**config.mk**
```make
export PLATFORM = sky130hd
export DESIGN_NAME = rrc_reset_seq
export DESIGN_NICKNAME = d
export VERILOG_FILES = /design/src/core/rrc_pkg.sv /design/src/core/rrc_reset_seq.sv
export VERILOG_INCLUDE_DIRS = /design/src /design/src/core
export SDC_FILE = /design/constraint.sdc
export NUM_CORES = 1
export LEC_CHECK = 0
export BUFFER_PORTS_ARGS = -buffer_cell sky130_fd_sc_hd__buf_2
export CAP_MARGIN = 40
export CORE_ASPECT_RATIO = 0.7
export CORE_MARGIN = 2
export CORE_UTILIZATION = 36
export DETAILED_ROUTE_END_ITERATION = 12
export MAX_ROUTING_LAYER = met4
export PLACE_DENSITY = 0.67
export RECOVER_POWER = 50
export SLEW_MARGIN = 25
export SYNTH_ARGS = -nofsm -noshare
export SYNTH_HDL_FRONTEND = slang
export SYNTH_SLANG_ARGS = --single-unit
export TNS_END_PERCENT = 100
```
**constraint.sdc**
```tcl
create_clock -name pclk -period 2 [get_ports pclk]
set_input_delay 0.2 -clock pclk [delete_from_list [all_inputs] [get_ports pclk]]
set_output_delay 0.2 -clock pclk [all_outputs]
set_load 0.05 [all_outputs]
```
**src/core/rrc_cfg.svh**
```systemverilog
// Constants of the reset release and cause flag block
`ifndef RRC_CFG_SVH
`define RRC_CFG_SVH
`define RRC_ADDR_W 8
`define RRC_OFF_RESET_CONTROL_REGISTER 8'h00
`define RRC_OFF_OSCC 8'h04
`define RRC_OFF_STAT 8'h08
`define RRC_FLAGS_W 16
`define RRC_B_POR 0
`define RRC_B_BOR 1
`define RRC_B_IDLE 2
`define RRC_B_SLEEP 3
`define RRC_B_WATCHDOG_TIMEOUT_FLAG 4
`define RRC_B_SWR 6
`define RRC_B_PIN_RESET_FLAG 7
`define RRC_B_IOP 14
`define RRC_B_TRAP 15
`define RRC_FLAGS_MASK 16'hc0df
`define RRC_FLAGS_RST 16'h0003
`define RRC_O_LOCK 5
`define RRC_O_CF 3
`define RRC_O_COSC 12
`define RRC_PC_W 24
`define RRC_VEC_RESET 24'h000000
`define RRC_VEC_CLKFAIL 24'h000004
`define RRC_PC_STEP 24'h000002
`define RRC_FPR_NONXTAL 4
`define RRC_CLK_NS 50
`define RRC_POR_NS 10000
`define RRC_MON_NS 100000
`define RRC_POWER_UP_TIMER_MS_A 4
`define RRC_POWER_UP_TIMER_MS_B 16
`define RRC_POWER_UP_TIMER_MS_C 64
`define RRC_NS_PER_MS 1000000
`define RRC_CNT_W 21
`define RRC_SYNC_W 7
`define RRC_SYNC_RST 7'h02
`endif

```
**src/core/rrc_pkg.sv**
```systemverilog
// Types of the reset release and cause flag block
package rrc_pkg;
  typedef enum logic [2:0] {
    RRC_ST_HOLD = 3'h0,
    RRC_ST_POR  = 3'h1,
    RRC_ST_POWER_UP_TIMER = 3'h3,
    RRC_ST_MON  = 3'h2,
    RRC_ST_CLKW = 3'h6,
    RRC_ST_REL  = 3'h7,
    RRC_ST_RUN  = 3'h5
  } rrc_state_type;
  typedef enum logic [2:0] {
    RRC_OSC_LP   = 3'h0,
    RRC_OSC_FRC  = 3'h1,
    RRC_OSC_LOW_POWER_RC_OSCILLATOR = 3'h2,
    RRC_OSC_EXT  = 3'h3,
    RRC_OSC_PLL  = 3'h7
  } rrc_osc_type;
endpackage

```
**src/core/rrc_reset_seq.sv**
```systemverilog
// Reset sequencer with cause flags and APB register access
//
// Decided for this implementation: the APB interface to the registers and the register addresses.
`timescale 1ns/1ps
`default_nettype none
`include "rrc_cfg.svh"
module rrc_reset_seq #(
  parameter int POR_CYC  = (`RRC_POR_NS + `RRC_CLK_NS - 1) / `RRC_CLK_NS,
  parameter int MON_CYC  = (`RRC_MON_NS + `RRC_CLK_NS - 1) / `RRC_CLK_NS,
  parameter int PWRTA_CYC = `RRC_POWER_UP_TIMER_MS_A * (`RRC_NS_PER_MS / `RRC_CLK_NS),
  parameter int PWRTB_CYC = `RRC_POWER_UP_TIMER_MS_B * (`RRC_NS_PER_MS / `RRC_CLK_NS),
  parameter int PWRTC_CYC = `RRC_POWER_UP_TIMER_MS_C * (`RRC_NS_PER_MS / `RRC_CLK_NS)
) (
  // Clock and power-on reset
  input  wire logic                     pclk,
  input  wire logic                     presetn,
  // APB slave
  input  wire logic                     psel,
  input  wire logic                     penable,
  input  wire logic                     pwrite,
  input  wire logic [`RRC_ADDR_W-1:0]   paddr,
  input  wire logic [31:0]              pwdata,
  output logic [31:0]                   prdata,
  output logic                          pready,
  output logic                          pslverr,
  // Configuration bits
  input  wire logic                     fail_safe_clock_monitor,
  input  wire logic [1:0]               power_up_timer,
  input  wire rrc_pkg::rrc_osc_type     osc_group_config,
  input  wire logic [4:0]               primary_osc_select,
  // Asynchronous detectors and oscillator status
  input  wire logic                     brownout_det,
  input  wire logic                     master_clear_pin_n,
  input  wire logic                     watchdog_timeout,
  input  wire logic                     osc_running,
  input  wire logic                     ost_expired,
  input  wire logic                     pll_lock,
  input  wire logic                     sys_clk_toggling,
  // Core events on pclk
  input  wire logic                     q1_phase,
  input  wire logic                     sw_reset_req,
  input  wire logic                     trap_conflict,
  input  wire logic                     illegal_op,
  input  wire logic                     int_wake,
  input  wire logic [`RRC_PC_W-1:0]     int_vector,
  input  wire logic                     cpu_sleep,
  input  wire logic                     cpu_idle,
  input  wire logic [`RRC_PC_W-1:0]     cur_pc,
  // Reset and clock control
  output logic                          system_reset,
  output logic                          clock_hold,
  output logic                          clk_fail_trap,
  output rrc_pkg::rrc_osc_type          clk_src_sel,
  output logic                          pc_load,
  output logic [`RRC_PC_W-1:0]          pc_value
);
  import rrc_pkg::*;

  logic [`RRC_SYNC_W-1:0]  sync1_reg;
  logic [`RRC_SYNC_W-1:0]  sync2_reg;
  logic [`RRC_SYNC_W-1:0]  sync_prev_reg;
  logic                    bor_evt;
  logic                    master_clear_pin_evt;
  logic                    wdt_evt;
  logic                    lock_s;
  logic                    run_s;
  logic                    ost_s;
  logic                    tog_s;
  logic                    restart;
  logic                    full_seq;
  logic                    clk_ok;
  logic                    crystal;
  logic [`RRC_CNT_W-1:0]   power_up_timer_cyc;
  rrc_state_type           st_reg;
  rrc_state_type           st_next;
  logic [`RRC_CNT_W-1:0]   cnt_reg;
  logic [`RRC_FLAGS_W-1:0] flags_reg;
  logic [`RRC_FLAGS_W-1:0] flags_next;
  logic                    cf_reg;
  logic                    full_reg;
  logic                    wdt_wake;
  logic                    reset_control_register_wr;

  // Detector levels cross into pclk before anything looks at them
  always_ff @(posedge pclk or negedge presetn) begin
    if (!presetn) begin
      sync1_reg     <= `RRC_SYNC_RST;
      sync2_reg     <= `RRC_SYNC_RST;
      sync_prev_reg <= `RRC_SYNC_RST;
    end else begin
      sync1_reg     <= {sys_clk_toggling, pll_lock, ost_expired, osc_running,
                        watchdog_timeout, master_clear_pin_n, brownout_det};
      sync2_reg     <= sync1_reg;
      sync_prev_reg <= sync2_reg;
    end
  end

  // Brown-out is never gated by sleep or idle
  assign bor_evt  = sync2_reg[0] && !sync_prev_reg[0];
  assign master_clear_pin_evt = !sync2_reg[1] && sync_prev_reg[1];
  // Watchdog counts on its own RC clock; only its timeout crosses here
  assign wdt_evt  = sync2_reg[2] && !sync_prev_reg[2];
  assign run_s    = sync2_reg[3];
  assign ost_s    = sync2_reg[4];
  assign lock_s   = sync2_reg[5];
  assign tog_s    = sync2_reg[6];

  assign wdt_wake = wdt_evt && cpu_sleep;
  assign restart  = bor_evt || master_clear_pin_evt || (wdt_evt && !cpu_sleep) ||
                    sw_reset_req || trap_conflict || illegal_op;
  assign full_seq = bor_evt;

  function automatic logic is_crystal(input rrc_osc_type g, input logic [4:0] fpr);
    is_crystal = (g == RRC_OSC_LP) ||
                 ((g == RRC_OSC_EXT || g == RRC_OSC_PLL) && !fpr[`RRC_FPR_NONXTAL]);
  endfunction

  assign crystal = is_crystal(clk_src_sel, primary_osc_select);

  always_comb begin
    case (power_up_timer)
      2'h1:    power_up_timer_cyc = PWRTA_CYC[`RRC_CNT_W-1:0];
      2'h2:    power_up_timer_cyc = PWRTB_CYC[`RRC_CNT_W-1:0];
      2'h3:    power_up_timer_cyc = PWRTC_CYC[`RRC_CNT_W-1:0];
      default: power_up_timer_cyc = '0;
    endcase
  end

  // Clock is usable once the selected source has settled
  always_comb begin
    case (clk_src_sel)
      RRC_OSC_FRC, RRC_OSC_LOW_POWER_RC_OSCILLATOR: clk_ok = 1'b1;
      RRC_OSC_PLL: clk_ok = lock_s;
      RRC_OSC_LP:  clk_ok = run_s && ost_s;
      RRC_OSC_EXT: clk_ok = crystal ? (run_s && ost_s) : tog_s;
      default:     clk_ok = 1'b0;
    endcase
  end

  always_comb begin
    st_next = st_reg;
    case (st_reg)
      RRC_ST_HOLD: st_next = full_reg ? RRC_ST_POR : RRC_ST_REL;
      RRC_ST_POR: begin
        if (cnt_reg == POR_CYC[`RRC_CNT_W-1:0] - 1'b1) begin
          if (power_up_timer_cyc != '0)
            st_next = RRC_ST_POWER_UP_TIMER;
          else if (crystal && fail_safe_clock_monitor)
            st_next = RRC_ST_MON;
          else
            st_next = RRC_ST_CLKW;
        end
      end
      RRC_ST_POWER_UP_TIMER: begin
        if (cnt_reg == power_up_timer_cyc - 1'b1)
          st_next = RRC_ST_CLKW;
      end
      RRC_ST_MON: begin
        if (cnt_reg == MON_CYC[`RRC_CNT_W-1:0] - 1'b1)
          st_next = RRC_ST_CLKW;
      end
      RRC_ST_CLKW: begin
        // Without the monitor a dead clock simply keeps us here
        if (clk_ok || fail_safe_clock_monitor)
          st_next = RRC_ST_REL;
      end
      RRC_ST_REL: begin
        if (q1_phase)
          st_next = RRC_ST_RUN;
      end
      RRC_ST_RUN: st_next = RRC_ST_RUN;
      default:    st_next = RRC_ST_HOLD;
    endcase
    if (restart)
      st_next = RRC_ST_HOLD;
  end

  always_ff @(posedge pclk or negedge presetn) begin
    if (!presetn) begin
      st_reg   <= RRC_ST_POR;
      full_reg <= 1'b1;
    end else begin
      st_reg <= st_next;
      if (restart)
        full_reg <= full_seq;
    end
  end

  always_ff @(posedge pclk or negedge presetn) begin
    if (!presetn)
      cnt_reg <= '0;
    else if (st_next != st_reg)
      cnt_reg <= '0;
    else
      cnt_reg <= cnt_reg + 1'b1;
  end

  assign system_reset = (st_reg != RRC_ST_RUN);
  assign clock_hold   = (st_reg == RRC_ST_CLKW);

  // Clock source and fail trap
  always_ff @(posedge pclk or negedge presetn) begin
    if (!presetn) begin
      clk_src_sel   <= RRC_OSC_FRC;
      clk_fail_trap <= 1'b0;
      cf_reg        <= 1'b0;
    end else begin
      clk_fail_trap <= 1'b0;
      // Clear first, so a failure seen in the same cycle still sets the flag
      if (reset_control_register_wr && paddr == `RRC_OFF_OSCC && !pwdata[`RRC_O_CF])
        cf_reg <= 1'b0;
      if (bor_evt || (st_reg == RRC_ST_POR && full_reg && cnt_reg == '0))
        clk_src_sel <= osc_group_config;
      else if (st_reg == RRC_ST_CLKW && !clk_ok && fail_safe_clock_monitor && !restart) begin
        clk_src_sel   <= RRC_OSC_FRC;
        clk_fail_trap <= 1'b1;
        cf_reg        <= 1'b1;
      end
    end
  end

  // Program counter target
  always_ff @(posedge pclk or negedge presetn) begin
    if (!presetn) begin
      pc_value <= `RRC_VEC_RESET;
      pc_load  <= 1'b0;
    end else begin
      pc_load <= 1'b0;
      if (restart)
        pc_value <= `RRC_VEC_RESET;
      else if (st_reg == RRC_ST_CLKW && !clk_ok && fail_safe_clock_monitor)
        pc_value <= `RRC_VEC_CLKFAIL;
      else if (st_reg == RRC_ST_REL && q1_phase)
        pc_load <= 1'b1;
      else if (st_reg == RRC_ST_RUN && wdt_wake) begin
        pc_value <= cur_pc + `RRC_PC_STEP;
        pc_load  <= 1'b1;
      end else if (st_reg == RRC_ST_RUN && int_wake && cpu_sleep) begin
        pc_value <= int_vector;
        pc_load  <= 1'b1;
      end
    end
  end

  assign reset_control_register_wr = psel && penable && pwrite;

  // Software write first, then events, so a set in the same cycle wins
  always_comb begin
    flags_next = flags_reg;
    if (reset_control_register_wr && paddr == `RRC_OFF_RESET_CONTROL_REGISTER)
      flags_next = pwdata[`RRC_FLAGS_W-1:0] & `RRC_FLAGS_MASK;
    if (bor_evt) begin
      flags_next[`RRC_B_BOR] = 1'b1;
      flags_next[`RRC_B_POR] = 1'b0;
    end else if (master_clear_pin_evt) begin
      flags_next[`RRC_B_PIN_RESET_FLAG]  = 1'b1;
      flags_next[`RRC_B_WATCHDOG_TIMEOUT_FLAG]  = 1'b0;
      flags_next[`RRC_B_IDLE]  = cpu_idle;
      flags_next[`RRC_B_SLEEP] = cpu_sleep;
      if (!cpu_sleep && !cpu_idle)
        flags_next[`RRC_B_SWR] = 1'b0;
    end else if (wdt_evt) begin
      flags_next[`RRC_B_WATCHDOG_TIMEOUT_FLAG] = 1'b1;
      if (cpu_sleep)
        flags_next[`RRC_B_SLEEP] = 1'b1;
      else begin
        flags_next[`RRC_B_PIN_RESET_FLAG]  = 1'b0;
        flags_next[`RRC_B_SWR]   = 1'b0;
        flags_next[`RRC_B_IDLE]  = 1'b0;
        flags_next[`RRC_B_SLEEP] = 1'b0;
      end
    end else if (sw_reset_req) begin
      flags_next[`RRC_B_SWR]   = 1'b1;
      flags_next[`RRC_B_PIN_RESET_FLAG]  = 1'b0;
      flags_next[`RRC_B_WATCHDOG_TIMEOUT_FLAG]  = 1'b0;
      flags_next[`RRC_B_IDLE]  = 1'b0;
      flags_next[`RRC_B_SLEEP] = 1'b0;
    end else if (trap_conflict)
      flags_next[`RRC_B_TRAP] = 1'b1;
    else if (illegal_op)
      flags_next[`RRC_B_IOP] = 1'b1;
    else if (int_wake && cpu_sleep && st_reg == RRC_ST_RUN)
      flags_next[`RRC_B_SLEEP] = 1'b1;
  end

  always_ff @(posedge pclk or negedge presetn) begin
    if (!presetn)
      flags_reg <= `RRC_FLAGS_RST;
    else
      flags_reg <= flags_next;
  end

  // APB read data is captured in the setup phase
  always_ff @(posedge pclk or negedge presetn) begin
    if (!presetn)
      prdata <= '0;
    else if (psel && !penable && !pwrite) begin
      case (paddr)
        `RRC_OFF_RESET_CONTROL_REGISTER: prdata <= {16'h0000, flags_reg};
        `RRC_OFF_OSCC: begin
          prdata <= '0;
          prdata[`RRC_O_COSC+:3] <= clk_src_sel;
          prdata[`RRC_O_LOCK]    <= lock_s;
          prdata[`RRC_O_CF]      <= cf_reg;
        end
        `RRC_OFF_STAT: prdata <= {5'h00, st_reg, pc_value};
        default:       prdata <= '0;
      endcase
    end
  end

  assign pready  = 1'b1;
  assign pslverr = psel && penable && !(paddr == `RRC_OFF_RESET_CONTROL_REGISTER ||
                   paddr == `RRC_OFF_OSCC || paddr == `RRC_OFF_STAT);

  a_bor_flag_set: assert property (@(posedge pclk) disable iff (!presetn)
    bor_evt |=> flags_reg[`RRC_B_BOR] && !flags_reg[`RRC_B_POR])
    else $error("brown-out flags wrong");
  a_por_delay_len: assert property (@(posedge pclk) disable iff (!presetn)
    (st_reg == RRC_ST_POR && cnt_reg < POR_CYC - 1 && !restart) |=> st_reg == RRC_ST_POR)
    else $error("power-on delay ended early");
  a_release_q1: assert property (@(posedge pclk) disable iff (!presetn)
    $fell(system_reset) |-> $past(q1_phase) && $past(st_reg == RRC_ST_REL))
    else $error("reset released off first phase");
  a_fail_trap: assert property (@(posedge pclk) disable iff (!presetn)
    clk_fail_trap |-> clk_src_sel == RRC_OSC_FRC && pc_value == `RRC_VEC_CLKFAIL)
    else $error("clock trap without fast RC");
  a_frozen_wait: assert property (@(posedge pclk) disable iff (!presetn)
    (st_reg == RRC_ST_CLKW && !fail_safe_clock_monitor && !clk_ok && !restart)
    |=> st_reg == RRC_ST_CLKW && system_reset)
    else $error("left reset without clock");
  a_master_clear_pin_run: assert property (@(posedge pclk) disable iff (!presetn)
    (master_clear_pin_evt && !bor_evt && !cpu_sleep && !cpu_idle) |=>
    flags_reg[`RRC_B_PIN_RESET_FLAG] && !flags_reg[`RRC_B_SWR] && !flags_reg[`RRC_B_WATCHDOG_TIMEOUT_FLAG])
    else $error("pin reset flags wrong");
  a_swr_flags: assert property (@(posedge pclk) disable iff (!presetn)
    (sw_reset_req && !bor_evt && !master_clear_pin_evt && !wdt_evt) |=>
    flags_reg[`RRC_B_SWR] && !flags_reg[`RRC_B_PIN_RESET_FLAG] && pc_value == `RRC_VEC_RESET)
    else $error("software reset flags wrong");
  a_wdt_wake: assert property (@(posedge pclk) disable iff (!presetn)
    (wdt_wake && !bor_evt && !master_clear_pin_evt && st_reg == RRC_ST_RUN) |=>
    pc_load && pc_value == $past(cur_pc) + `RRC_PC_STEP && flags_reg[`RRC_B_SLEEP])
    else $error("watchdog wake wrong");
  a_clock_hold: assert property (@(posedge pclk) disable iff (!presetn)
    (st_reg == RRC_ST_CLKW && clk_src_sel == RRC_OSC_PLL && !lock_s) |-> clock_hold)
    else $error("clock released before lock");
endmodule
`default_nettype wire

```
==> reports/summary.txt <==
FLOORPLANNING
----------------------------------------------------------------------------
Starting density of the core                                           0.365
Placement Rows                                                            39
Die span in x                                                         157 um
Die boundary height                                                   111 um
Number of top-level design ports                                         183
Core Box Area                                                    16,200 um^2
Total Die Area                                                   17,400 um^2

POWER AND IR DROP
----------------------------------------------------------------------------
VDD IR max                                                          0.354 mV
Power density over the cells                                     616 nW/um^2
Total power                                                          4.95 mW
P_leak                                                               3.89 nW

SYNTH
----------------------------------------------------------------------------
Synthesized instance count                                               583
Top cell type's share of synthesized area                              0.424
Most frequent cells after synthesis                             dfrtp_1, nor2_1, nand2_1
Summed instance area of the synthesized netlist                    5900 um^2
Mean cell area of the mapped netlist                               10.1 um^2
Yosys synthesis warning count                                              0
Area leader, netlist                                                 dfrtp_1
Most common cell in the synthesized netlist                          dfrtp_1
Share of synthesized registers carrying an async set or reset           1.00
Post-synthesis sequential element count                                  108
Number of distinct library cells after synthesis                          55
Cells taking the most area after synthesis                      dfrtp_1, mux2i_1, nor4_2, dfstp_2, xnor2_1
Count of flip-flops with a built-in enable after synthesis                 0
Post-synth top flop                                                  dfrtp_1
Sequential share of the synthesized area                               0.460

ROUTE
----------------------------------------------------------------------------
DRC Markers                                                                0
Avg WL per Cell                                                      16.9 um
Total detailed-routing wirelength                                  17,500 um
Length of the first detailed-routing pass in iterations                    5
Number of vias in the routed layout                                    5,255
Post-route antenna net violation count                                     0
Via/cell ratio                                                          5.08
Initial DRC count                                                        315

STA
----------------------------------------------------------------------------
Final max-slew violation count                                             0
Minimum period implied by the final worst setup slack                2.23 ns
Post-route clock period utilization                                     1.12
RSZ-0062 raised after global routing                                    true
Final setup skew                                                   0.0122 ns
Final setup violation count                                               20
Normalized max-slew margin                                             0.237
Hold Slack                                                         0.0754 ns
Final hold violation count                                                 0
Slew of the pin with the lowest slew margin                          1.14 ns
Setup slack after layout                                           -0.232 ns
Fmax                                                                 448 MHz

CRITICAL PATH
----------------------------------------------------------------------------
Type of element launching the critical path                        flip-flop
Largest stage delay, worst path                                      0.37 ns
Reg2Reg Depth                                                             10
Kind of critical path                                           flip-flop to flip-flop
Cell Chain, Critical Path                                       ha_2 -> nand4_1 -> nor2_2 -> nor4b_4 -> buf_4 -> nand4_1 -> a211oi_4 -> buf_6 -> buf_12 -> nor4b_1
Endpoint arrival time on the critical path                           2.46 ns
FF-to-FF End                                                    cnt_reg[1]$_DFF_PN0_
Most used cell along the critical path                               nand4_1
Reg2reg setup slack                                                 -0.23 ns
WP data required                                                     2.23 ns
Critical-path top delay cell                                         dfrtp_1
Reg-to-Reg Start                                                cnt_reg[0]$_DFF_PN0_
Crit-path leading delay family                                  simple AND/OR/NAND/NOR gates
Worst Setup End Kind                                               flip-flop
CP Max Fanout                                                             10
CP Buf/Inv Count                                                           3

CLOCKING
----------------------------------------------------------------------------
Clock tree from TritonCTS                                                yes
H-tree depth                                                               3
Later-pin clock latency in the skew report                           0.35 ns
Clock buffers created by TritonCTS                                         9
Number of buffers on the longest clock path                                2
Clock sinks                                                              108
Master cell of the clock root buffer                               clkbuf_16
Clock-pin slew on the worst setup and hold paths                     0.07 ns

WORST HOLD PATH
----------------------------------------------------------------------------
Hold_sp                                                         osc_group_config[0]
Type of the worst min-delay path                                input port to flip-flop
Number of cells traversed by the worst hold path                           3
Sink of the worst hold path                                     clk_src_sel[0]$_DFFE_PN1P_

LAYOUT
----------------------------------------------------------------------------
Max reg flops                                                             27
Fraction of layout instances using a drive strength above 1            0.389
Area of the multi-input gates                                      3080 um^2
Area growth syn-to-layout                                              36.2%
Seq. cell area                                                     2720 um^2
Nets                                                                     930
Count of filler cells inserted in the layout                           1,531
Count of inserted antenna diode cells                                      0

GLOBAL ROUTING
----------------------------------------------------------------------------
Overall overflow remaining after global route                              0
Largest net degree at the start of global routing                         50
Initial antenna violation count                                            0
Vias in the first global route                                         5,152
GR Util All Layers                                                     0.208
First-pass GRT wire length                                         27,800 um

PLACEMENT
----------------------------------------------------------------------------
Placer's final routability congestion estimate                         0.897
Half-perimeter wire length after detailed placement                13,100 um
Setup Slack @ Placement                                            -0.350 ns
IO Port Bufs                                                             149

RUN
----------------------------------------------------------------------------
Number of violations of the max-capacitance limit                          0

STATUS
----------------------------------------------------------------------------
Result of the run                                               complete, but fails checks
Failing checks                                                  setup timing

[metal layers]
| metal | global-route usage | vias up | share of wire |
|---|---|---|---|
| li1 | - | 2530 | - |
| met1 | 0.309 | 2533 | 0.49 |
| met2 | 0.296 | 177 | 0.44 |
| met3 | 0.0383 | 15 | 0.058 |
| met4 | 0.0434 | 0 | 0.012 |
| met5 | - | - | 0 |
[area by class of cell]
| class | count | area share |
|---|---|---|
| clock buffer | 11 | 0.0302 |
| clock inverter | 5 | 0.00576 |
| inverter | 13 | 0.00607 |
| multi-input combinational | 424 | 0.384 |
| sequential | 108 | 0.338 |
| tap | 225 | 0.0350 |
| timing repair buffer | 248 | 0.201 |
[worst max-delay path by stage]
stage | start | endpoint | slack [ns] | cells past startpoint
after floorplan | sync2_reg[0]$_DFF_PN0_ | cnt_reg[12]$_DFF_PN0_ | -0.04 | 9
after global placement | power_up_timer[0] | cnt_reg[1]$_DFF_PN0_ | -0.27 | 11
after detailed placement | power_up_timer[0] | cnt_reg[1]$_DFF_PN0_ | -0.35 | 11
after CTS | cnt_reg[9]$_DFF_PN0_ | cnt_reg[1]$_DFF_PN0_ | -0.20 | 9
after global routing | cnt_reg[0]$_DFF_PN0_ | cnt_reg[1]$_DFF_PN0_ | -0.35 | 10
final | cnt_reg[0]$_DFF_PN0_ | cnt_reg[1]$_DFF_PN0_ | -0.23 | 10
[worst register-to-register path, delay by kind of cell (launching register included)]
kind | cells | cell delay [ns]
AND/OR/NAND/NOR | 5 | 0.81
flip-flops | 1 | 0.37
AO/OA/AOI/OAI | 1 | 0.25
adder cells (fa/ha/maj) | 1 | 0.22
buffers and inverters | 3 | 0.47
[report_power, final]
part | switching [mW] | internal, mW
clock | 0.852 | 0.899
sequential | 0.0537 | 2.27
combinational | 0.484 | 0.395
total | 1.39 | 3.56
[cells by family after synthesis]
group | after synthesis | share of synthesized area
AOI/OAI and AO/OA | 101 | 0.118
xor gates and xnor gates | 42 | 0.0624
adders and majority gates | 8 | 0.0170
buffers and inverters | 55 | 0.0441
DFF | 108 | 0.460
muxes | 45 | 0.0770
other | 2 | 0.00127
and+or+nand+nor | 222 | 0.221
[cells in the final DEF, fill, tap and decap left out, types with 3 or more instances in the layout]
master and n:
a211oi_1 23, a21oi_1 15, a22o_1 15, a22oi_1 4, a31oi_1 4, and4_1 3, and4b_1 3, buf_12 7
buf_2 146, buf_4 72, clkbuf_1 6, clkbuf_16 10, clkbuf_2 5, clkinv_4 4, conb_1 6, dfrtp_1 98
dfstp_2 7, dlygate4sd3_1 8, ha_1 7, inv_1 13, mux2_2 3, mux2i_1 42, nand2_1 45, nand2b_1 5
nand3_1 18, nand4_1 15, nor2_1 52, nor2_2 3, nor2b_1 5, nor3_1 11, nor4_1 7, nor4_2 21
nor4b_2 3, o21ai_0 16, o22ai_1 4, o31ai_1 6, or3_1 4, xnor2_1 24, xor2_1 18
[timing repair]
action	in CTS	in global routing
endpoints found under the setup margin	22	48
resized for setup	8	18
pin swaps	0	7
gates cloned	1	1
hold buffers	8	0
hold endpoints to repair	39	0
setup buffers	2	2
[per-stage QoR]
stage	cells	TNS, ns	cell area [um^2]	utilization
2_1_floorplan	587	-0.879	5950	-
6_report	1034	-4.55	8040	0.498
3_5_place_dp	1004	-6.83	7510	0.465
4_1_cts	1031	-3.83	7950	0.492
3_3_place_gp	1004	-5.25	7510	0.465
5_1_grt	1034	-6.82	8040	0.498
No activity file was read; power rests on OpenSTA's default activity.
